===== src/oag_pkg.sv =====
// shared types and constants for the operand address generator
package oag_pkg;

  // register map on the plain register port
  localparam logic [7:0] PTR_A_OFF   = 8'hD6;
  localparam logic [7:0] PTR_B_OFF   = 8'hD7;
  localparam logic [7:0] STATUS_OFF  = 8'h00;

  // pointer values after reset: the common working area
  localparam logic [7:0] PTR_A_RST   = 8'hC0;
  localparam logic [7:0] PTR_B_RST   = 8'hC8;

  // upper system register block of set 1 and the working-form marker
  localparam logic [7:0] SYS_BLK_BASE = 8'hC0;
  localparam logic [3:0] WREG_NIBBLE  = 4'hC;

  // status register bit positions
  localparam int ST_ILLEGAL = 0;
  localparam int ST_SET2    = 1;

  // result latency in clock cycles
  localparam int RES_LATENCY = 1;

  typedef enum logic [3:0] {
    OP_OTHER  = 4'h0,
    OP_LD     = 4'h1,
    OP_PMLOAD = 4'h2,   // program_memory_load
    OP_EXLOAD = 4'h3,   // external_data_load
    OP_JUMP   = 4'h4,   // absolute_jump
    OP_CALL   = 4'h5,
    OP_SRJ    = 4'h6,   // short_relative_jump
    OP_BTJF   = 4'h7,   // bit_test_jump_false
    OP_BTJT   = 4'h8,   // bit_test_jump_true
    OP_DECREMENT_JUMP_NONZERO   = 4'h9,   // decrement_jump_nonzero
    OP_CIJE   = 4'hA,   // compare_inc_jump_equal
    OP_CIJU   = 4'hB    // compare_inc_jump_unequal
  } oag_op_t;

  typedef enum logic [2:0] {
    MD_REG  = 3'h0,     // register
    MD_WREG = 3'h1,     // 4-bit working register
    MD_IND  = 3'h2,     // indirect_register_mode
    MD_IDX  = 3'h3,     // indexed
    MD_DIR  = 3'h4,     // direct_mode
    MD_IVEC = 3'h5,     // indirect_vector_mode
    MD_REL  = 3'h6,     // pc_relative_mode
    MD_IMM  = 3'h7      // immediate_mode
  } oag_mode_t;

  typedef enum logic [1:0] {
    SP_RF   = 2'h0,
    SP_PROG = 2'h1,
    SP_EXT  = 2'h2
  } oag_space_t;

  typedef struct packed {
    oag_op_t    op;
    oag_mode_t  mode;
    oag_space_t space;     // target of indirect and indexed forms
    logic       pair;      // operand is a 16-bit register pair
    logic       wide;      // immediate or offset is one word
    logic [7:0] reg_addr;  // register, working nibble or vector pointer
    logic [7:0] disp;      // byte offset, displacement or byte immediate
    logic [15:0] word;     // word offset, address or word immediate
    logic [7:0] reg_val;   // content of the named register
    logic [15:0] pair_val; // content of the named register pair
    logic [15:0] pc;       // address of the following instruction
  } oag_req_t;

  typedef struct packed {
    logic [15:0] eaddr;    // effective address
    logic [15:0] operand;  // operand value for register and immediate
    oag_space_t  space;
    logic        set2;     // upper block access goes to set 2
    logic        is_value; // operand field carries the value
    logic        pc_load;  // eaddr is the next fetch address
    logic        vec_fetch;// eaddr points at a vector pair
    logic        illegal;  // mode not allowed for this instruction
  } oag_res_t;

endpackage


===== src/oag_addr_gen.sv =====
// operand effective-address generator with slice pointer registers
//
// The implementer's own choice: the address-and-strobe port.
`timescale 1ns/1ps
module oag_addr_gen (
  // clock and reset
  input  wire logic               sys_clk_i,
  input  wire logic               resetn_i,
  // register port
  input  wire logic [7:0]         reg_addr_i,
  input  wire logic [7:0]         reg_wdata_i,
  input  wire logic               reg_we_i,
  input  wire logic               reg_re_i,
  output logic      [7:0]         reg_rdata_o,
  // decode request
  input  wire logic               req_valid_i,
  input  wire oag_pkg::oag_req_t  req_i,
  // decode result
  output logic                    res_valid_o,
  output oag_pkg::oag_res_t       res_o
);

  logic [7:0]         ptr_a_ff;
  logic [7:0]         ptr_b_ff;
  logic [1:0]         status_ff;
  logic [7:0]         rdata_ff;
  logic               res_valid_ff;
  oag_pkg::oag_res_t  res_ff;
  oag_pkg::oag_res_t  nxt_res;
  logic [7:0]         wreg_addr;
  logic [7:0]         op_addr;
  logic [15:0]        sext_disp;
  logic [15:0]        rel_sum;
  logic [7:0]         idx_rf_sum;
  logic [15:0]        idx_mem_sum;
  logic               is_rel_op;
  logic               legal;
  logic               wr_hit;

  // the byte-address form and the 4-bit form share one resolver
  assign wr_hit = (req_i.mode == oag_pkg::MD_WREG) ||
                  (req_i.reg_addr[7:4] == oag_pkg::WREG_NIBBLE);

  oag_wreg_resolve u_wreg (
    .nib_i   (req_i.reg_addr[3:0]),
    .ptr_a_i (ptr_a_ff),
    .ptr_b_i (ptr_b_ff),
    .addr_o  (wreg_addr)
  );

  // pairs always start on the even, high-byte address
  assign op_addr = wr_hit ? {wreg_addr[7:1], wreg_addr[0] & ~req_i.pair}
                          : {req_i.reg_addr[7:1],
                             req_i.reg_addr[0] & ~req_i.pair};

  assign sext_disp   = {{8{req_i.disp[7]}}, req_i.disp};
  assign rel_sum     = req_i.pc + sext_disp;
  assign idx_rf_sum  = req_i.disp + req_i.reg_val;
  assign idx_mem_sum = req_i.pair_val +
                       (req_i.wide ? req_i.word : sext_disp);

  always_comb begin
    unique case (req_i.op)
      oag_pkg::OP_SRJ, oag_pkg::OP_BTJF, oag_pkg::OP_BTJT,
      oag_pkg::OP_DECREMENT_JUMP_NONZERO, oag_pkg::OP_CIJE, oag_pkg::OP_CIJU: begin
        is_rel_op = 1'b1;
      end
      default: begin
        is_rel_op = 1'b0;
      end
    endcase
  end

  // which instructions accept which mode
  always_comb begin
    unique case (req_i.mode)
      oag_pkg::MD_IDX: begin
        unique case (req_i.space)
          oag_pkg::SP_RF:   legal = req_i.op == oag_pkg::OP_LD;
          oag_pkg::SP_PROG: legal = req_i.op == oag_pkg::OP_PMLOAD;
          oag_pkg::SP_EXT:  legal = req_i.op == oag_pkg::OP_EXLOAD;
          default:          legal = 1'b0;
        endcase
      end
      oag_pkg::MD_DIR: begin
        legal = (req_i.op == oag_pkg::OP_JUMP) ||
                (req_i.op == oag_pkg::OP_CALL) ||
                (req_i.op == oag_pkg::OP_PMLOAD) ||
                (req_i.op == oag_pkg::OP_EXLOAD);
      end
      oag_pkg::MD_IVEC: legal = req_i.op == oag_pkg::OP_CALL;
      oag_pkg::MD_REL:  legal = is_rel_op;
      oag_pkg::MD_IND:  legal = req_i.space != 2'h3;
      default:          legal = 1'b1;
    endcase
  end

  // effective address formation per mode
  always_comb begin
    nxt_res         = '0;
    nxt_res.illegal = ~legal;
    unique case (req_i.mode)
      oag_pkg::MD_REG, oag_pkg::MD_WREG: begin
        nxt_res.eaddr    = {8'h00, op_addr};
        nxt_res.operand  = req_i.pair ? req_i.pair_val
                                      : {8'h00, req_i.reg_val};
        nxt_res.is_value = 1'b1;
        nxt_res.space    = oag_pkg::SP_RF;
      end
      oag_pkg::MD_IND: begin
        nxt_res.space = req_i.space;
        if (req_i.space == oag_pkg::SP_RF) begin
          nxt_res.eaddr = {8'h00, req_i.reg_val};
          nxt_res.set2  = req_i.reg_val >= oag_pkg::SYS_BLK_BASE;
        end else begin
          nxt_res.eaddr = req_i.pair_val;
        end
      end
      oag_pkg::MD_IDX: begin
        nxt_res.space = req_i.space;
        if (req_i.space == oag_pkg::SP_RF) begin
          nxt_res.eaddr = {8'h00, idx_rf_sum};
          nxt_res.set2  = idx_rf_sum >= oag_pkg::SYS_BLK_BASE;
        end else begin
          nxt_res.eaddr = idx_mem_sum;
        end
      end
      oag_pkg::MD_DIR: begin
        nxt_res.eaddr   = req_i.word;
        nxt_res.pc_load = (req_i.op == oag_pkg::OP_JUMP) ||
                          (req_i.op == oag_pkg::OP_CALL);
        nxt_res.space   = (req_i.op == oag_pkg::OP_EXLOAD) ?
                          oag_pkg::SP_EXT : oag_pkg::SP_PROG;
      end
      oag_pkg::MD_IVEC: begin
        nxt_res.eaddr     = {8'h00, req_i.reg_addr};
        nxt_res.space     = oag_pkg::SP_PROG;
        nxt_res.vec_fetch = 1'b1;
      end
      oag_pkg::MD_REL: begin
        nxt_res.eaddr   = rel_sum;
        nxt_res.space   = oag_pkg::SP_PROG;
        nxt_res.pc_load = 1'b1;
      end
      oag_pkg::MD_IMM: begin
        nxt_res.operand  = req_i.wide ? req_i.word
                                      : {8'h00, req_i.disp};
        nxt_res.is_value = 1'b1;
      end
    endcase
  end

  // result register: one cycle after the request
  always_ff @(posedge sys_clk_i or negedge resetn_i) begin
    if (!resetn_i) begin
      res_valid_ff <= 1'b0;
      res_ff       <= '0;
    end else begin
      res_valid_ff <= req_valid_i;
      if (req_valid_i) begin
        res_ff <= nxt_res;
      end
    end
  end

  // slice pointers; software moves the working window here
  always_ff @(posedge sys_clk_i or negedge resetn_i) begin
    if (!resetn_i) begin
      ptr_a_ff <= oag_pkg::PTR_A_RST;
      ptr_b_ff <= oag_pkg::PTR_B_RST;
    end else if (reg_we_i) begin
      if (reg_addr_i == oag_pkg::PTR_A_OFF) begin
        ptr_a_ff <= reg_wdata_i;
      end
      if (reg_addr_i == oag_pkg::PTR_B_OFF) begin
        ptr_b_ff <= reg_wdata_i;
      end
    end
  end

  // sticky status, write one to clear; a new event wins over the clear
  always_ff @(posedge sys_clk_i or negedge resetn_i) begin
    if (!resetn_i) begin
      status_ff <= 2'h0;
    end else begin
      for (int i = 0; i < 2; i++) begin
        if (req_valid_i && ((i == oag_pkg::ST_ILLEGAL) ? nxt_res.illegal
                                                       : nxt_res.set2)) begin
          status_ff[i] <= 1'b1;
        end else if (reg_we_i && reg_addr_i == oag_pkg::STATUS_OFF &&
                     reg_wdata_i[i]) begin
          status_ff[i] <= 1'b0;
        end
      end
    end
  end

  // read data stand one cycle after the strobe only; unmapped reads zero
  always_ff @(posedge sys_clk_i or negedge resetn_i) begin
    if (!resetn_i) begin
      rdata_ff <= 8'h00;
    end else if (reg_re_i) begin
      unique case (reg_addr_i)
        oag_pkg::PTR_A_OFF:  rdata_ff <= ptr_a_ff;
        oag_pkg::PTR_B_OFF:  rdata_ff <= ptr_b_ff;
        oag_pkg::STATUS_OFF: rdata_ff <= {6'h00, status_ff};
        default:             rdata_ff <= 8'h00;
      endcase
    end else begin
      rdata_ff <= 8'h00;
    end
  end

  assign reg_rdata_o = rdata_ff;
  assign res_valid_o = res_valid_ff;
  assign res_o       = res_ff;
endmodule // oag_addr_gen


===== src/oag_wreg_resolve.sv =====
// working register address resolver: pointer slice plus byte in slice
`timescale 1ns/1ps
module oag_wreg_resolve (
  // working register nibble
  input  wire logic [3:0] nib_i,
  // slice pointers
  input  wire logic [7:0] ptr_a_i,
  input  wire logic [7:0] ptr_b_i,
  // resolved register file address
  output logic      [7:0] addr_o
);

  always_comb begin
    if (nib_i[3]) begin
      addr_o = {ptr_b_i[7:3], nib_i[2:0]};
    end else begin
      addr_o = {ptr_a_i[7:3], nib_i[2:0]};
    end
  end

endmodule // oag_wreg_resolve


===== config.mk =====
export PLATFORM = sky130hd
export DESIGN_NAME = oag_addr_gen
export DESIGN_NICKNAME = d
export VERILOG_FILES = /design/src/oag_pkg.sv /design/src/oag_addr_gen.sv /design/src/oag_wreg_resolve.sv
export SDC_FILE = /design/constraint.sdc
export NUM_CORES = 1
export LEC_CHECK = 0
export BUFFER_PORTS_ARGS = -buffer_cell sky130_fd_sc_hd__buf_4
export CAP_MARGIN = 10
export CORE_MARGIN = 2
export CORE_UTILIZATION = 57
export DETAILED_ROUTE_END_ITERATION = 7
export GPL_ROUTABILITY_DRIVEN = 0
export PLACE_DENSITY = 0.86
export SETUP_SLACK_MARGIN = 0.5
export SKIP_LAST_GASP = 1
export SYNTH_ARGS = -nofsm -noshare
export SYNTH_HDL_FRONTEND = slang
export SYNTH_SLANG_ARGS = --single-unit

===== constraint.sdc =====
create_clock -name sys_clk_i -period 2.2 [get_ports sys_clk_i]
set_clock_uncertainty 0.1 [all_clocks]
set_input_delay 0.55 -clock sys_clk_i [delete_from_list [all_inputs] [get_ports sys_clk_i]]
set_output_delay 0.55 -clock sys_clk_i [all_outputs]
set_load 0.01 [all_outputs]

==> summary.txt, run 1 <==
Run status
  – Status: aborted with a tool error
  – Halt Stage: global routing (5_1_grt)
  – Run Error: [ERROR GRT-0232] Routing congestion too high. Check the congestion heatmap in the GUI.

CTS
  – Clk buf depth: 2
  – Hold_buf cts: 0
  – TritonCTS Buffers: 9
  – Clock root buffer: clkbuf_8
  – H-tree Lvls: 3
  – Clock tree sinks: 66

Place
  – Dpl ws: -0.827 ns
  – Post-DP HPWL: between 15 and 20 mm
  – Port Buffers: ~150

Global routing
  – Grt ovf: 4
  – Largest net degree at the start of global routing: 66
  – All-layer global routing usage: 0.701

Synthesis
  – Cell area after synthesis: 0.00561 mm^2
  – Synth Instances: 655
  – Ys flop type: dfrtp_1
  – Syn_nets: between 700 and 800
  – Seq/Total Area, Yosys: 0.296
  – Flops & latches, synth: 66
  – Post-synth ARST share: 1.00
  – Syn_area_per_cell: about 8.6 um^2
  – Synth top area cells: dfrtp_1 27%, ha_1 8.3%, mux2_2 6.4%, mux2i_1 4.8%, nor2_1 4.7%
  – Unique masters post-synth: 70
  – Post-synth EDFFs: 0
  – Area leader, netlist: dfrtp_1
  – Yosys warning count: 0
  – Yosys top cell area share: 0.272

Floorplan
  – Die width: between 100 and 150 um
  – Initial Util: 0.579
  – I/O pin count: about 150
  – Die Y-Extent: roughly 100 um
  – Row count: 36

Timing
  – Worst_ep grt: res_o[37]$_DFFE_PN0P_/D
  – Worst endpoint type: register data pin
[metrics by stage]
stage | utilization | area (um^2) | cells
after floorplan | - | 5850 | 655
after global placement | 0.836 | 8100 | 1047
after detailed placement | 0.836 | 8100 | 1047
after CTS | 0.883 | 8550 | 1070
[what timing repair did]
item                                    CTS
setup buffers                             7
cloned                                    0
pin swaps                                44
endpoints found under the setup margin   18
endpoints found under the hold margin     0
gates resized for setup                  44
[cell families after synthesis]
| logic type | Yosys count | share of synthesized area |
|---|---|---|
| flops | 66 | 0.296 |
| fa+ha+maj | 40 | 0.0932 |
| simple gates | 221 | 0.182 |
| buf+inv | 46 | 0.0335 |
| compound gates | 193 | 0.236 |
| xor+xnor | 30 | 0.0468 |
| mux | 59 | 0.112 |
[Yosys cell counts (all sizes together) (5+ instances only)]
library cell  number
nor2              74
nand2             67
dfrtp             61
a21oi             44
ha                37
o21ai             35
mux2              32
mux2i             27
nand3             23
a31oi             22
xnor2             20
a221oi            18
clkbuf            17
inv               14
nor3              14
buf               13
a21o              11
nand2b            11
xor2              10
a22oi              7
nand4              7
nor2b              7
a211o              6
o21a               6
o221ai             6
a211oi             5
dfstp              5
[metal layers]
| metal | track usage | overflow |
|---|---|---|
| met1 | 0.722 | 0 |
| met2 | 0.888 | 2 |
| met3 | 0.523 | 0 |
| met4 | 0.662 | 2 |
| met5 | 0.106 | 0 |
==> inputs of run 2 (changes only) <==
--- a/config.mk
+++ b/config.mk
@@ -8,11 +8,10 @@
 export BUFFER_PORTS_ARGS = -buffer_cell sky130_fd_sc_hd__buf_4
 export CAP_MARGIN = 10
 export CORE_MARGIN = 2
-export CORE_UTILIZATION = 57
+export CORE_UTILIZATION = 40
 export DETAILED_ROUTE_END_ITERATION = 7
 export GPL_ROUTABILITY_DRIVEN = 0
-export PLACE_DENSITY = 0.86
-export SETUP_SLACK_MARGIN = 0.5
+export PLACE_DENSITY_LB_ADDON = 0.15
 export SKIP_LAST_GASP = 1
 export SYNTH_ARGS = -nofsm -noshare
 export SYNTH_HDL_FRONTEND = slang
==> run 2 against run 1 <==
The flow now finishes, with violations (setup timing). Synthesized area did not move. Synthesized cell count did not move.
==> summary.txt, run 2 <==
Run status
  – Status: complete, but fails checks
  – Violated checks: setup timing

CTS
  – Clock tree sinks: 66 (unchanged)
  – TritonCTS Buffers: 9 (unchanged)
  – Hold_buf cts: 0 (unchanged)
  – Clock slew seen by the registers of the worst setup and hold paths: around 0.06 ns
  – Clk buf depth: 2 (unchanged)
  – Insertion delay to the later sink of the worst-skew pair: around 0.34 ns
  – Clock root buffer: clkbuf_16
  – H-tree Lvls: 3 (unchanged)
  – CTS tree: done

Synthesis
  – Post-synth top cells: 70 x nor2_1, 66 x nand2_1, 61 x dfrtp_1, 43 x a21oi_1, 37 x ha_1
  – Post-synth ARST share: 1.00 (unchanged)
  – Area leader, netlist: dfrtp_1
  – Syn_area_per_cell: 8.56 um^2 (unchanged)
  – Synth Instances: 655 (unchanged)
  – Ys flop type: dfrtp_1
  – Top-count cell post-synth: nor2_1
  – Cell area after synthesis: 0.00561 mm^2 (unchanged)
  – Post-synth EDFFs: 0 (unchanged)
  – Synth top area cells: dfrtp_1 27%, ha_1 8.3%, mux2_2 6.4%, mux2i_1 4.8%, nor2_1 4.7%
  – Unique masters post-synth: 70 (unchanged)
  – Yosys top cell area share: 0.272 (unchanged)
  – Syn_nets: 799 (unchanged)
  – Flops & latches, synth: 66 (unchanged)
  – Seq/Total Area, Yosys: 0.296 (unchanged)
  – Yosys warning count: 0 (unchanged)

Final layout
  – Leading cell type in the layout, fill and taps excluded: buf_4
  – Fin cells: 1129
  – Commonest cells after routing, fill and taps aside: 298 x buf_4, 69 x nor2_1, 64 x nand2_1
  – Fin area: between 0.008 and 0.009 mm^2
  – Synthesis-to-finish area growth: 56.7%
  – N_diodes: 0
  – Max FFs per register: 39
  – Fin nets: ~1100
  – Layout cells sized above 1: 0.453

Power
  – Part of the power in registers: 0.287
  – Peak supply drop: 0.372 mV
  – Power share of the clock group: 0.327
  – Int Pwr: approximately 3.3 mW
  – Pwr dens: 550 mW/mm^2
  – Switching pwr: roughly 1.5 mW
  – Leak: slightly above 4 nW
  – Switching share of power: 0.320
  – PnR Total Power: ~4.8 mW
  – Comb power frac: 0.387

Place
  – Post-DP HPWL: 16.2 mm (-3.4%)
  – Port Buffers: 151 (unchanged)
  – Placed Cells: 1098 (+4.9%)
  – Post-DP Area: 0.00809 mm^2 (about the same)

Worst setup path
  – Setup crit end kind: flop
  – Worst reg2reg startpoint: ptr_b_ff[4]$_DFFE_PN0P_
  – WP data required: about 2.3 ns
  – Critical Path Max Stage Delay: approximately 0.36 ns
  – Critical Path Start Type: input port
  – Worst-path cell chain: buf_12, mux2_4, ha_4, inv_2, fa_2, nor2b_4, o211ai_2, a21boi_2, o41ai_4, a2bb2oi_2, o2111a_1, a211o_1
  – WS Path Type: input port to flop
  – Cell family with most CP delay: compound AO/OA/AOI/OAI gates
  – Crit Path Max Fanout: 8
  – Reg2reg setup slack: about 0.82 ns
  – R2R depth: 6
  – R2r endpoint: res_o[27]$_DFFE_PN0P_
  – CP max-delay cell: fa_2
  – Worst Path Arrival: about 2.7 ns
  – CP Buf/Inv Count: 2

Floorplan
  – Initial Util: 0.407 (-0.172)
  – I/O pin count: 152 (unchanged)
  – Core area: approximately 0.014 mm^2
  – Row count: 43 (+19%)
  – Die width: 122 um (+19%)
  – Die Y-Extent: 122 um (+19%)
  – Die area: 0.0150 mm^2

Global routing
  – Largest net degree at the start of global routing: 66
  – First-pass GRT wire length: between 30 and 40 mm
  – All-layer global routing usage: 0.277
  – Initial antenna violation count: 0
  – Grt ovf: 0
  – Number of global-route vias before repair: 6285

Detailed routing
  – Drt initial violations: 540
  – Final wirelength: 21.0 mm
  – DR pass1 iterations: 5
  – Residual DRC: 0
  – Post-route ant nets: 0
  – Routed len/inst: between 15 and 20 um
  – Via Count: around 6300
  – Vias per cell: roughly 5.6

Timing
  – Slew @ Worst Pin: 0.538 ns
  – RSZ-0062 raised after global routing: yes
  – Crit share post-route: 1.14
  – Slew HR: 0.640
  – Pins Over Slew Limit: 0
  – Setup TNS: -2.01 ns
  – Fin crit period: 2.52 ns
  – Highest clock rate: approximately 400 MHz
  – Final hold vios: 0
  – Setup ws final: -0.318 ns
  – Final setup viols: 13

Min path
  – Worst Hold Class: input port to async pin

Flow run
  – Number of max-cap violations: 0
==> run 2: cell counts after synthesis <==
No cell type changed its count.
==> run 2: timing repair <==
item                       CTS  global route
resized for setup           27            24
pin swaps                   38            29
setup endpoints to repair   13            14
buffers inserted            10             6
==> run 2: worst reg2reg max path, delay by kind of cell, from the launching register on <==
| kind | cells | cell delay, ns |
|---|---|---|
| AO/OA/AOI/OAI | 4 | 0.50 |
| flip-flops | 1 | 0.39 |
| multiplexers | 1 | 0.21 |
| AND/OR/NAND/NOR | 1 | 0.08 |
==> run 2: worst max path at each step <==
stage          depth (start not counted)  startpoint  slack (ns)               endpoint
6_report                              12   req_i[72]       -0.32  res_o[37]$_DFFE_PN0P_
5_1_grt                               12   req_i[72]       -0.40  res_o[37]$_DFFE_PN0P_
4_1_cts                               12   req_i[72]       -0.26  res_o[37]$_DFFE_PN0P_
3_5_place_dp                          12   req_i[72]       -0.77  res_o[37]$_DFFE_PN0P_
3_3_place_gp                          12   req_i[72]       -0.75  res_o[37]$_DFFE_PN0P_
2_1_floorplan                         12   req_i[72]       -0.59  res_o[37]$_DFFE_PN0P_
==> run 2: logic make-up (layout without fill, tap and decap cells) <==
| group | after synthesis | after routing | synth area share |
|---|---|---|---|
| adder cells (fa/ha/maj) | 40 | 40 | 0.0932 |
| AND/OR/NAND/NOR | 221 | 221 | 0.182 |
| AO/OA/AOI/OAI | 193 | 193 | 0.236 |
| XOR/XNOR | 30 | 30 | 0.0468 |
| buffers and inverters | 46 | 340 | 0.0335 |
| multiplexers | 59 | 59 | 0.112 |
| flip-flops | 66 | 66 | 0.296 |
==> run 2: power groups by stage <==
stage               combinational (mW)  sequential [mW]  clock, mW
floorplan                        0.826             1.42          0
global placement                  1.67             1.40          0
detailed placement                1.71             1.41          0
CTS                               1.78             1.39       1.59
global route                      2.02             1.40       1.63
finish                            1.87             1.39       1.58
==> run 2: cell type report <==
| type | count | area [um^2] |
|---|---|---|
| fillers | 1168 | 4980 |
| inverters | 16 | 60.1 |
| clock buffers | 10 | 229 |
| flip-flops and latches | 66 | 1660 |
| repair buffers | 308 | 2380 |
| clock inverters | 6 | 91.3 |
| multi-input cells | 543 | 4140 |
| well taps | 180 | 225 |
==> run 2: layer usage <==
layer	wire length, um	global-route usage
met5	0	0
met4	556	0.0941
met3	1540	0.0432
met2	10100	0.470
met1	8770	0.358
==> run 2: per-stage QoR <==
step                      worst slack [ns]  hold slack, ns  utilization
after floorplan                     -0.592           0.154            -
after global placement              -0.754           0.370        0.587
after detailed placement            -0.770           0.381        0.587
after CTS                           -0.265          0.0675        0.624
after global routing                -0.396          0.0966        0.638
final                               -0.318          0.0604        0.638
Note: power is estimated with default switching activity, not from simulation.
==> inputs of run 3 (changes only) <==
==> constraint.sdc (replaced) <==
create_clock -name sys_clk_i -period 3 [get_ports sys_clk_i]
set_clock_uncertainty 0.1 [all_clocks]
set_input_delay 0.75 -clock sys_clk_i [delete_from_list [all_inputs] [get_ports sys_clk_i]]
set_output_delay 0.75 -clock sys_clk_i [all_outputs]
set_load 0.01 [all_outputs]
==> run 3 against run 2 <==
The flow now finishes without violations. Global-route usage decreased by 1.1 points. Hold slack improved by 0.33 ns. Critical endpoint is now res_o[38]$_DFFE_PN0P_. Sequential cell count unchanged. Clock power decreased by 25%. First-iteration DRC count decreased by 25%. Non-clock buffer count decreased by 101. Final area decreased by 12%. Combinational power decreased by 40%. Largest cell class unchanged. Power decreased by 31%. Sequential power decreased by 27%.
==> summary.txt, run 3 (synthesis gave the netlist of run 2 again) <==
Final layout
  – Leading cell type in the layout, fill and taps excluded: buf_4
  – Fin cells: 1028 (-8.9%)
  – N_diodes: 0 (unchanged)
  – Layout cells sized above 1: 0.343 (-0.110)
  – Fin nets: 987 (-9.3%)
  – Synthesis-to-finish area growth: 37.5%
  – Commonest cells after routing, fill and taps aside: 206 x buf_4, 70 x nor2_1, 66 x nand2_1
  – Final Util: 0.560 (-0.0780)
  – Fill count: 1277 (+9.3%)
  – Max FFs per register: 39 (unchanged)
  – Fin area: 0.00771 mm^2 (-12%)

Place
  – Post-DP Area: 0.00735 mm^2 (-9.1%)
  – Post-DP HPWL: 15.2 mm (-5.8%)
  – Placed Cells: 1012 (-7.8%)
  – Dpl ws: -0.295 ns (+0.475 ns)
  – Port Buffers: 151 (unchanged)

Detailed routing
  – Drt initial violations: 403 (-25%)
  – Residual DRC: 0 (unchanged)
  – DR pass1 iterations: 5 (unchanged)
  – Vias per cell: 5.79 (+3.1%)
  – Final wirelength: 19.6 mm (-6.7%)
  – Routed len/inst: 19.0 um (+2.5%)
  – Post-route ant nets: 0 (unchanged)
  – Via Count: 5952 (-6.2%)

Power
  – Peak supply drop: 0.281 mV (-24%)
  – PnR Total Power: 3.33 mW (-31%)
  – Part of the power in registers: 0.306 (+0.019)
  – Switching pwr: 1.07 mW (-31%)
  – Comb power frac: 0.340 (-0.047)
  – Int Pwr: 2.26 mW (-31%)
  – Pwr dens: 432 mW/mm^2 (-21%)
  – Power share of the clock group: 0.354 (+0.027)
  – Leak: 3.60 nW (-13%)
  – Switching share of power: 0.320 (about the same)

CTS
  – PostCTS Resize Cnt: 0 (-100%)
  – H-tree Lvls: 3 (unchanged)
  – Clock slew seen by the registers of the worst setup and hold paths: 0.06 ns (about the same)
  – CTS tree: done
  – Clock tree sinks: 66 (unchanged)
  – Insertion delay to the later sink of the worst-skew pair: 0.34 ns (about the same)
  – Clk buf depth: 2 (unchanged)
  – TritonCTS Buffers: 9 (unchanged)
  – Post-CTS setup repair buffer count: 0 (-10)
  – Hold_buf cts: 0 (unchanged)
  – Clock root buffer: clkbuf_16

Floorplan
  – I/O pin count: 152 (unchanged)
  – Die width: 122 um (unchanged)
  – Die area: 0.0150 mm^2 (unchanged)
  – Row count: 43 (unchanged)
  – Initial Util: 0.407 (unchanged)
  – Core area: 0.0138 mm^2 (unchanged)
  – Die Y-Extent: 122 um (unchanged)

Timing
  – Final hold vios: 0 (unchanged)
  – Fin crit period: between 2 and 3 ns
  – Setup TNS: 0 ns (+2.01 ns)
  – Worst hold slack: 0.390 ns (+0.329 ns)
  – Crit share post-route: 0.960
  – Pins Over Slew Limit: 0 (unchanged)
  – Setup ws final: 0.119 ns (+0.437 ns)
  – Slew @ Worst Pin: 0.879 ns (+0.341 ns)
  – Slew HR: 0.414 (-0.226)
  – Final setup viols: 0 (-13)
  – Highest clock rate: 347 MHz

Min path
  – Worst Hold Class: flop to flop

Worst setup path
  – Critical Path Max Stage Delay: 0.39 ns (+0.03 ns)
  – Crit Path Max Fanout: 8 (unchanged)
  – WS Path Type: input port to flop
  – Setup crit end kind: flop
  – WP data required: 3.11 ns (+0.78 ns)
  – CP max-delay cell: ha_2
  – Crit-path most repeated cell: o211ai_1
  – Cell family with most CP delay: compound AO/OA/AOI/OAI gates
  – Worst-path cell chain: buf_4, mux2_2, ha_2, o211ai_1, o211ai_1, a31oi_2, o21ai_2, xnor2_1, a221oi_1, o21ai_1
  – CP Buf/Inv Count: 1 (-1)
  – Worst Path Arrival: 2.99 ns (+0.34 ns)
  – Critical Path Start Type: input port

Global routing
  – Largest net degree at the start of global routing: 67 (+1.5%)
  – First-pass GRT wire length: 30.7 mm (-4.6%)
  – All-layer global routing usage: 0.265 (-0.0114)
  – Number of global-route vias before repair: 5781 (-8.0%)
  – Grt ovf: 0 (unchanged)
  – Initial antenna violation count: 0 (unchanged)

Flow run
  – Number of max-cap violations: 0 (unchanged)

Run status
  – Status: finished clean
## run 3: cell count changes in the layout (fill, tap and decap cells not counted), moves of 5 or more
cell / change
buf_4: -92
ha_1: +9
o21ai_0: +5
a21oi_1: +8
a21oi_2: -8
ha_4: -8
buf_6: -6
## run 3: power by group through the flow
stage | Combinational [mW] | Sequential [mW] | Clock, mW
after detailed placement | 1.11 | 1.03 | 0
final | 1.13 | 1.02 | 1.18
after global placement | 1.09 | 1.03 | 0
after global routing | 1.24 | 1.03 | 1.23
after floorplan | 0.590 | 1.04 | 0
after CTS | 1.12 | 1.02 | 1.20
## run 3: cell type report
type	instances	area, um^2	share of cell area
timing repair buffer	207	1570	0.203
multi-input combinational	543	3880	0.502
inverter	16	60.1	0.00778
clock buffer	10	239	0.0310
tap	180	225	0.0292
clock inverter	6	90.1	0.0117
sequential	66	1660	0.215
## run 3: path summary, 6_finish.rpt
path                                  startpoint                    end  slack, ns  cells after the start
max in group asynchronous               resetn_i  res_o[37]$_DFFE_PN0P_       1.79                      1
hold / removal              res_o[8]$_DFFE_PN0P_   res_o[8]$_DFFE_PN0P_       0.39                      1
min in group asynchronous               resetn_i   res_o[9]$_DFFE_PN0P_       0.42                      1
setup / recovery                       req_i[72]  res_o[38]$_DFFE_PN0P_       0.12                     10
setup reg to reg           res_o[35]$_DFFE_PN0P_  res_o[35]$_DFFE_PN0P_       1.59                      3
hold reg to reg             res_o[8]$_DFFE_PN0P_   res_o[8]$_DFFE_PN0P_       0.39                      1
## run 3: worst register-to-register path, delay by kind of cell, from the launching register on
| kind | cells | cell delay [ns] |
|---|---|---|
| AOI/OAI and AO/OA | 3 | 0.75 |
| DFF | 1 | 0.44 |
## run 3: routing by layer
| layer | vias up | track usage | part of all wire |
|---|---|---|---|
| met4 | 0 | 0.0970 | 0.027 |
| met1 | 2822 | 0.367 | 0.44 |
| li1 | 2834 | - | - |
| met3 | 39 | 0.0367 | 0.074 |
| met5 | - | 0 | 0 |
| met2 | 257 | 0.422 | 0.46 |
